--- config.mk ---
export PLATFORM = sky130hd
export DESIGN_NAME = sbio_port
export DESIGN_NICKNAME = d
export VERILOG_FILES = /design/src/sbio_port.v /design/src/sbio_sync.v
export VERILOG_INCLUDE_DIRS = /design/src /design/src/src
export SDC_FILE = /design/constraint.sdc
export NUM_CORES = 1
export LEC_CHECK = 0
export BUFFER_PORTS_ARGS = -buffer_cell sky130_fd_sc_hd__buf_2
export CORE_MARGIN = 2
export CORE_UTILIZATION = 48
export DETAILED_ROUTE_END_ITERATION = 16
export PLACE_DENSITY = 0.84
export SYNTH_ARGS = -nofsm -noshare
export SYNTH_HDL_FRONTEND = slang
export SYNTH_SLANG_ARGS = --single-unit
--- constraint.sdc ---
create_clock -name mclk -period 1.75 [get_ports mclk]
set_clock_uncertainty 0.15 [all_clocks]
set_input_delay 0 -clock mclk [delete_from_list [all_inputs] [get_ports mclk]]
set_output_delay 0 -clock mclk [all_outputs]
set_load 0.01 [all_outputs]
--- src/sbio_regs.vh ---
`ifndef SBIO_REGS_VH
`define SBIO_REGS_VH

// ==========================================================================
// register word indices on the plain register port
// ==========================================================================
`define SBIO_ADDR_W 3
`define SBIO_ADDR_PIN_LEVELS 3'h0
`define SBIO_ADDR_OUT_LATCH 3'h1
`define SBIO_ADDR_DIRECTION 3'h2
`define SBIO_ADDR_CONV_CFG 3'h3
`define SBIO_ADDR_CMP_CTRL 3'h4
`define SBIO_ADDR_VREF_CTRL 3'h5

// ==========================================================================
// reset values
// ==========================================================================
`define SBIO_RST_OUT_LATCH 8'h00
`define SBIO_RST_DIRECTION 8'hFE
`define SBIO_RST_CONV_CFG 8'h00
`define SBIO_RST_CMP_CTRL 8'h07
`define SBIO_RST_VREF_CTRL 8'h00

// ==========================================================================
// field positions and masks
// ==========================================================================
`define SBIO_PORT_MASK 8'hFE
`define SBIO_CONV_CFG_MASK 8'h3F
`define SBIO_SEL_LSB 0
`define SBIO_SEL_MSB 3
`define SBIO_VCFG_LSB 4
`define SBIO_VCFG_MSB 5
`define SBIO_CM_LSB 0
`define SBIO_CM_MSB 2
`define SBIO_CMP_CTRL_WMASK 8'h3F
`define SBIO_CMP_ONE_BIT 6
`define SBIO_CMP_TWO_BIT 7
`define SBIO_REF_OE_BIT 6

// ==========================================================================
// mode encodings and pin map
// ==========================================================================
`define SBIO_CM_OFF 3'h7
`define SBIO_CM_OUTPUTS 3'h3
`define SBIO_LAST_ANALOG_CH 5'h0E
`define SBIO_CH_OFFSET 5
`define SBIO_CMP_PIN_LO 3
`define SBIO_CMP_PIN_HI 6
`define SBIO_LAST_ANALOG_PIN 6
`define SBIO_CMP_TWO_PIN 1
`define SBIO_CMP_ONE_PIN 2
`define SBIO_VREF_PIN 5
`define SBIO_SSEL_PIN 7
`define SBIO_SYNC_STAGES 2

`endif

--- src/sbio_port.v ---
// Summary of operation
// - direction 0 drives the latch value, whether or not analog is selected
// - direction 1 makes an input; digital read path off while analog selected
// - after reset pins 1..6 are analog, pin 1 channel 6 up to pin 6 channel 11
// - enabled comparator outputs override the latch on pins 1 and 2
// - reference output on pin 5 kills both its digital drive and input
// - pin 7 is digital only and feeds the serial slave select as input
// - bit 0 of port registers and top two config bits read as zero
// - reading the latch register returns the latch, not the pins
// - after reset pins 6..1 are analog and read back zero
`include "sbio_regs.vh"

module sbio_port #(
    parameter PORT_W = 8
) (
    input wire mclk,
    input wire rst,
    input wire [`SBIO_ADDR_W-1:0] regAddr,
    input wire [7:0] regWrData,
    input wire regWrStb,
    input wire regRdStb,
    output wire [7:0] regRdData,
    input wire [PORT_W-1:0] pinIn,
    output wire [PORT_W-1:0] pinOut,
    output wire [PORT_W-1:0] pinOe,
    input wire comparatorOneResult,
    input wire comparatorTwoResult,
    output wire [PORT_W-1:0] analogSelect,
    output wire [2:0] comparatorMode,
    output wire [1:0] converterRefConfig,
    output wire [7:0] voltageReferenceControl,
    output wire serialSlaveSelect
);

    // ======================================================================
    // register storage
    // ======================================================================
    reg [PORT_W-1:0] outLatch_q;
    reg [PORT_W-1:0] direction_q;
    reg [7:0] convCfg_q;
    reg [7:0] cmpCtrl_q;
    reg [7:0] vrefCtrl_q;
    reg [7:0] rdData_q;
    reg [7:0] rdData_d;

    // ======================================================================
    // pin-facing state
    // ======================================================================
    reg [PORT_W-1:0] pinOut_q;
    reg [PORT_W-1:0] pinOe_q;
    reg [PORT_W-1:0] analogSel_q;
    reg slaveSel_q;
    wire [PORT_W-1:0] pinSync;
    wire [PORT_W-1:0] pinOut_d;
    wire [PORT_W-1:0] pinOe_d;
    wire [PORT_W-1:0] analogSel_d;
    wire [PORT_W-1:0] inputEnable;
    wire [PORT_W-1:0] pinLevels;

    // ======================================================================
    // decoded control fields
    // ======================================================================
    wire [3:0] selField;
    wire [2:0] cmpMode;
    wire comparatorsOn;
    wire cmpOutputsOn;
    wire refOutEnable;
    // one enable per register word; the pin level word aliases the latch
    reg wrLatch;
    reg wrDirection;
    reg wrConvCfg;
    reg wrCmpCtrl;
    reg wrVrefCtrl;

    assign selField = convCfg_q[`SBIO_SEL_MSB:`SBIO_SEL_LSB];
    assign cmpMode = cmpCtrl_q[`SBIO_CM_MSB:`SBIO_CM_LSB];
    // any mode but the off code keeps the comparator inputs claimed
    assign comparatorsOn = (cmpMode != `SBIO_CM_OFF);
    assign cmpOutputsOn = (cmpMode == `SBIO_CM_OUTPUTS);
    assign refOutEnable = vrefCtrl_q[`SBIO_REF_OE_BIT];

    // ======================================================================
    // synchronise the pad levels
    // ======================================================================
    sbio_sync #(
        .WIDTH(PORT_W)
    ) uPinSync (
        .mclk(mclk),
        .rst(rst),
        .asyncIn(pinIn),
        .syncOut(pinSync)
    );

    // ======================================================================
    // per-pin steering
    // ======================================================================
    assign pinOut_d[0] = 1'b0;
    assign pinOe_d[0] = 1'b0;
    assign analogSel_d[0] = 1'b0;
    assign inputEnable[0] = 1'b0;
    assign pinLevels[0] = 1'b0;

    genvar p;
    generate
        for (p = 1; p < PORT_W; p = p + 1)
        begin : gPin
            // integer sum first, then its low five bits, so nothing truncates silently
            localparam integer CHAN_NUM = p + `SBIO_CH_OFFSET;
            localparam [4:0] CHANNEL = CHAN_NUM[4:0];
            wire [4:0] chSum;
            wire isAnalog;
            wire cmpInBlock;
            wire refBlock;
            wire periphEn;
            wire periphVal;

            // a larger select code retires the higher channels first; 0Fh clears all
            assign chSum = {1'b0, selField} + CHANNEL;
            assign isAnalog = (p <= `SBIO_LAST_ANALOG_PIN) &&
                (chSum <= `SBIO_LAST_ANALOG_CH);
            assign analogSel_d[p] = isAnalog;

            assign cmpInBlock = comparatorsOn && (p >= `SBIO_CMP_PIN_LO) &&
                (p <= `SBIO_CMP_PIN_HI);
            assign refBlock = (p == `SBIO_VREF_PIN) && refOutEnable;

            assign periphEn = cmpOutputsOn &&
                ((p == `SBIO_CMP_TWO_PIN) || (p == `SBIO_CMP_ONE_PIN));
            assign periphVal = (p == `SBIO_CMP_TWO_PIN) ? comparatorTwoResult :
                comparatorOneResult;

            // analog selection never touches the drive path
            assign pinOe_d[p] = ~direction_q[p] & ~refBlock;
            assign pinOut_d[p] = periphEn ? periphVal : outLatch_q[p];

            assign inputEnable[p] = ~isAnalog & ~cmpInBlock & ~refBlock;
            assign pinLevels[p] = inputEnable[p] & pinSync[p];
        end
    endgenerate

    // ======================================================================
    // pin outputs, registered so the pads see no decode glitches
    // ======================================================================
    always @(posedge mclk)
    begin
        if (rst)
        begin
            pinOut_q <= {PORT_W{1'b0}};
            pinOe_q <= {PORT_W{1'b0}};
            analogSel_q <= {PORT_W{1'b0}};
        end
        else
        begin
            pinOut_q <= pinOut_d;
            pinOe_q <= pinOe_d;
            analogSel_q <= analogSel_d;
        end
    end

    // ======================================================================
    // serial slave select from pin 7
    // ======================================================================
    always @(posedge mclk)
    begin
        if (rst)
        begin
            slaveSel_q <= 1'b1;
        end
        else if (direction_q[`SBIO_SSEL_PIN])
        begin
            slaveSel_q <= pinSync[`SBIO_SSEL_PIN];
        end
        else
        begin
            // select idles inactive high while the pin is an output
            slaveSel_q <= 1'b1;
        end
    end

    // ======================================================================
    // register write decode
    // ======================================================================
    always @*
    begin
        wrLatch = 1'b0;
        wrDirection = 1'b0;
        wrConvCfg = 1'b0;
        wrCmpCtrl = 1'b0;
        wrVrefCtrl = 1'b0;
        if (regWrStb)
        begin
            if (regAddr == `SBIO_ADDR_PIN_LEVELS)
            begin
                wrLatch = 1'b1;
            end
            else if (regAddr == `SBIO_ADDR_OUT_LATCH)
            begin
                wrLatch = 1'b1;
            end
            else if (regAddr == `SBIO_ADDR_DIRECTION)
            begin
                wrDirection = 1'b1;
            end
            else if (regAddr == `SBIO_ADDR_CONV_CFG)
            begin
                wrConvCfg = 1'b1;
            end
            else if (regAddr == `SBIO_ADDR_CMP_CTRL)
            begin
                wrCmpCtrl = 1'b1;
            end
            else if (regAddr == `SBIO_ADDR_VREF_CTRL)
            begin
                // unmapped words fall through and are dropped
                wrVrefCtrl = 1'b1;
            end
        end
    end

    // ======================================================================
    // register writes
    // ======================================================================
    always @(posedge mclk)
    begin
        if (rst)
        begin
            outLatch_q <= `SBIO_RST_OUT_LATCH;
            direction_q <= `SBIO_RST_DIRECTION;
            convCfg_q <= `SBIO_RST_CONV_CFG;
            cmpCtrl_q <= `SBIO_RST_CMP_CTRL;
            vrefCtrl_q <= `SBIO_RST_VREF_CTRL;
        end
        else
        begin
            if (wrLatch)
            begin
                outLatch_q <= regWrData & `SBIO_PORT_MASK;
            end
            if (wrDirection)
            begin
                direction_q <= regWrData & `SBIO_PORT_MASK;
            end
            if (wrConvCfg)
            begin
                // 0Fh here turns every shared pin digital
                convCfg_q <= regWrData & `SBIO_CONV_CFG_MASK;
            end
            if (wrCmpCtrl)
            begin
                // result bits are live comparator state, not storage
                cmpCtrl_q <= regWrData & `SBIO_CMP_CTRL_WMASK;
            end
            if (wrVrefCtrl)
            begin
                vrefCtrl_q <= regWrData;
            end
        end
    end

    // ======================================================================
    // read views, unimplemented bits forced low
    // ======================================================================
    wire [7:0] latchView;
    wire [7:0] directionView;
    wire [7:0] convCfgView;
    wire [7:0] cmpCtrlView;

    // pin levels need no view: the per-pin steering already masks them
    assign latchView = outLatch_q & `SBIO_PORT_MASK;
    assign directionView = direction_q & `SBIO_PORT_MASK;
    assign convCfgView = convCfg_q & `SBIO_CONV_CFG_MASK;
    // result bits are sampled live from the comparators, never stored
    assign cmpCtrlView = {comparatorTwoResult, comparatorOneResult, cmpCtrl_q[5:0]};

    // ======================================================================
    // register reads, data one cycle after the strobe
    // ======================================================================
    always @*
    begin
        rdData_d = 8'h00;
        if (regRdStb)
        begin
            if (regAddr == `SBIO_ADDR_PIN_LEVELS)
            begin
                rdData_d = pinLevels;
            end
            else if (regAddr == `SBIO_ADDR_OUT_LATCH)
            begin
                rdData_d = latchView;
            end
            else if (regAddr == `SBIO_ADDR_DIRECTION)
            begin
                rdData_d = directionView;
            end
            else if (regAddr == `SBIO_ADDR_CONV_CFG)
            begin
                rdData_d = convCfgView;
            end
            else if (regAddr == `SBIO_ADDR_CMP_CTRL)
            begin
                rdData_d = cmpCtrlView;
            end
            else if (regAddr == `SBIO_ADDR_VREF_CTRL)
            begin
                rdData_d = vrefCtrl_q;
            end
            else
            begin
                rdData_d = 8'h00;
            end
        end
    end

    // ======================================================================
    // read data register, zero outside the answer cycle
    // ======================================================================
    always @(posedge mclk)
    begin
        if (rst)
        begin
            rdData_q <= 8'h00;
        end
        else
        begin
            rdData_q <= rdData_d;
        end
    end

    // ======================================================================
    // outputs
    // ======================================================================
    assign regRdData = rdData_q;
    assign pinOut = pinOut_q;
    assign pinOe = pinOe_q;
    assign analogSelect = analogSel_q;
    assign comparatorMode = cmpMode;
    assign converterRefConfig = convCfg_q[`SBIO_VCFG_MSB:`SBIO_VCFG_LSB];
    assign voltageReferenceControl = vrefCtrl_q;
    assign serialSlaveSelect = slaveSel_q;

endmodule

--- src/sbio_sync.v ---
// ==========================================================================
// per-bit two-flop synchroniser for asynchronous pin levels
// ==========================================================================
module sbio_sync #(
    parameter WIDTH = 8
) (
    input wire mclk,
    input wire rst,
    input wire [WIDTH-1:0] asyncIn,
    output wire [WIDTH-1:0] syncOut
);

    genvar b;
    generate
        for (b = 0; b < WIDTH; b = b + 1)
        begin : gBit
            reg meta_q;
            reg stable_q;
            // the first stage is read by the second stage only
            always @(posedge mclk)
            begin
                if (rst)
                begin
                    meta_q <= 1'b0;
                    stable_q <= 1'b0;
                end
                else
                begin
                    meta_q <= asyncIn[b];
                    stable_q <= meta_q;
                end
            end
            assign syncOut[b] = stable_q;
        end
    endgenerate

endmodule

==> impl_metrics.tcl <==
set metrics [dict create \
    status "finished clean" \
    synth_xor_area_frac 0.00279 \
    grt_first_pass_wirelength_um 12300 \
    antenna_left 0 \
    cp_cell_sequence "inv_4, ha_4, or3b_4, o22a_1, o211a_1, nor2b_1" \
    htree_levels 3 \
    dominantRegCellSynth "dfxtp_1" \
    drc_errors 0 \
    switching_share 0.244 \
    avgSynthCellArea_sq_um 9.41 \
    cp_slowest_cell "dfxtp_4" \
    setup_violations 0 \
    io_buffers 65 \
    slowest_delay_ps 380 \
    fmax_ghz 0.590 \
    cts_tree "yes" \
    multi_input_area_sq_um 1440 \
    maxCapViolCount 0 \
    cp_top_family "simple AND/OR/NAND/NOR gates" \
    cp-startpoint "convCfg_q[1]" \
    synthCells 334 \
    crit_path_start_kind "flop" \
    yosys_warnings 0 \
    crit_fanout 4 \
    synth_edf_count 0 \
    cts_sinks 77 \
    grt_setup_unrepaired "no" \
    internal_power_uw 2690 \
    critPathKind "reg2reg" \
    required_ps 1840 \
    min_path_cells 4 \
    period_share 0.968 \
    die_h_um 84.9 \
    min_period_ps 1690 \
    finalInstanceArea_sq_um 4060 \
    clock_insertion_delay_worst_skew_ps 350 \
    combPwrFrac 0.105 \
    fp-row-count 29 \
    worstHoldStart "regAddr[1]" \
    synth_compound_area_frac 0.133 \
    syn_area_sq_um 3140 \
    synthArstFlopShare 0 \
    slew_violations 0 \
    antenna_found_initial 0 \
    synth_mux_area_frac 0.0713 \
    ys_types 43 \
    grt.total_usage 0.218 \
    n_fill_cell 483 \
    sequentialPowerShare 0.517 \
    io_pins 71 \
    finalHoldViolCount 0 \
    drt_iter0_markers 207 \
    min_to "direction_q[2]" \
    final_nets 466 \
    yosys.area.top_type "dfxtp_1" \
    grt_max_degree 40 \
    die-area_sq_um 7210 \
    drive_gt1_frac 0.279 \
    antenna_cells 0 \
    routed_wl_um 7760 \
    path_clk_slew_ps 70 \
    power_leakage_uw 0.00181 \
    cts_made_buffers 9 \
    synthTopCellsByArea "dfxtp_1 49%, mux2i_1 6.1%, nor2b_1 5.6%" \
    cp-end-kind "flop" \
    synth_top_area_share 0.491 \
    start_util 0.495 \
    synth_top_family_by_area "simple AND/OR/NAND/NOR gates" \
    synth_fa_ha_area_frac 0.0358 \
    hpwl_um 5520 \
    seq_area_sq_um 1550 \
    switchingPower_uw 868 \
    rr_endpoint "analogSelect[2]" \
    synth-simple-area-share 0.203 \
    grt_pass1_vias 2554 \
    vias 2720 \
    crit_arrival_ps 1780 \
    clock-root-buffer "clkbuf_8" \
    drt_first_pass_iters 4 \
    gp_congestion 0.901 \
    syn_to_final_growth_pct 29.1 \
    p_clk_frac 0.377 \
    seq_area_frac_synth 0.491 \
    path_buf_inv 1 \
    timing.rr.start "convCfg_q[1]" \
    grt-ovfl-total 0 \
    final_util 0.639 \
    power_density_nw_per_um2 877 \
    dpl-instance-area_sq_um 3620 \
    core_area_sq_um 6350 \
    wl_per_cell_um 15.1 \
    hold_path_class "in2reg" \
    ys_seq_elements 77 \
    clockBufferDepth 2 \
    die_w_um 84.9 \
    worst-r2r-cell-count 6 \
    vdd_drop_max_mv 0.599 \
    ff2ff_setup_slack_ps 60 \
    post_drt_via_cell_ratio 5.29 \
]
[Yosys cell counts, drive strengths merged, types with 2 or more instances]
cell and instances:
a211o 11, ha 9, nor2b 29, a22oi 6, nor2 41, nand3 6
mux2i 19, a31oi 2, nand4b 2, o221a 2, o22ai 2, nor3b 2
dfxtp 77, o22a 4, buf 17, a21oi 24, mux2 3, nor3 4
nand2 26, inv 12, o21ai 5, nand3b 3, o211ai 2, nand2b 3
clkbuf 10
[state kept, by name, summed over array words and instances, names as in the netlist]
name,count
voltageReferenceControl,8
uPinSync.gBit.stable_q,7
outLatch_q,7
analogSelect,6
direction_q,7
uPinSync.gBit.meta_q,7
cmpCtrl_q,6
pinOe,7
convCfg_q,6
pinOut,7
regRdData,8
serialSlaveSelect,1
[placed cells by master (no fill, tap or decap), types with 6 or more instances in the layout]
cell | synthesis | routed
buf_4 | 11 | 25
buf_2 | 5 | 65
nand2_1 | 26 | 26
dfxtp_1 | 77 | 75
clkbuf_8 | 0 | 10
a21oi_1 | 24 | 24
inv_1 | 12 | 10
a22oi_1 | 6 | 6
ha_1 | 9 | 7
nand3_1 | 6 | 6
dlygate4sd3_1 | 0 | 21
nor2_1 | 41 | 41
nor2b_1 | 28 | 28
mux2i_1 | 19 | 19
a211o_1 | 11 | 11
[power by group through the flow]
stage               combinational (uW)  sequential, uW  clock (uW)
detailed placement                 332            1880           0
global route                       406            1840        1450
floorplan                          197            1890           0
finish                             375            1840        1340
CTS                                370            1840        1360
global placement                   323            1880           0
[cells by family (layout without fill, tap and decap cells)]
group | Yosys count | after routing
flops | 77 | 77
fa+ha+maj | 9 | 9
simple gates | 123 | 123
other cells | 1 | 4
xor+xnor | 1 | 1
mux | 22 | 22
buf+inv | 39 | 139
compound gates | 62 | 62
[per-layer routing]
metal  GRT usage  vias to the layer above  wire, um  share of wire
met1       0.283                     1272      3270           0.42
met3      0.0486                       24       567          0.073
met2       0.342                      110      3660           0.47
met5           0                        -         0              0
li1            -                     1314         -              -
met4       0.113                        0       264          0.034
[area by class of cell]
class / instances / area share
Multi-Input combinational cell: 221 / 0.355
Timing Repair Buffer: 111 / 0.178
Sequential cell: 77 / 0.382
Clock buffer: 11 / 0.0349
Clock inverter: 5 / 0.0145
Inverter: 12 / 0.0117
Tap cell: 77 / 0.0238
[worst register-to-register path, cell delays in order, from the launching register on]
cell and delay [ps]:
dfxtp_4 380, inv_4 40, ha_4 230, or3b_4 360, o22a_1 180, o211a_1 110, nor2b_1 130
[through the flow]
| step | TNS, ps | power (uW) | hold WS [ps] | worst slack (ps) | cells |
|---|---|---|---|---|---|
| 5_1_grt | 0 | 3700 | 130 | 7.82 | 514 |
| 3_3_place_gp | 0 | 2200 | 63.9 | 26.1 | 475 |
| 4_1_cts | 0 | 3570 | 89.2 | 3.66 | 512 |
| 3_5_place_dp | -23.0 | 2210 | 62.1 | -23.0 | 475 |
| 2_1_floorplan | 0 | 2080 | -32.1 | 3.93 | 337 |
| 6_report | 0 | 3560 | 103 | 55.4 | 514 |
[worst max-delay path by stage]
stage / endpoint / slack, ps / depth (start not counted)
2_1_floorplan: analogSelect[2] / 4 / 6
3_3_place_gp: analogSelect[2] / 30 / 6
3_5_place_dp: analogSelect[2] / -20 / 6
4_1_cts: regRdData[1] / 4 / 7
5_1_grt: regRdData[1] / 8 / 7
6_report: analogSelect[2] / 60 / 6
[timing repair]
item | 4_1_cts | 5_1_grt
setup buffers | 0 | 2
cloned | 0 | 0
resized for setup | 3 | 2
endpoints found under the hold margin | 56 | 0
hold buffers | 21 | 0
pin swaps | 1 | 2
endpoints found under the setup margin | 2 | 3
Power figures use the tool's default switching activity.
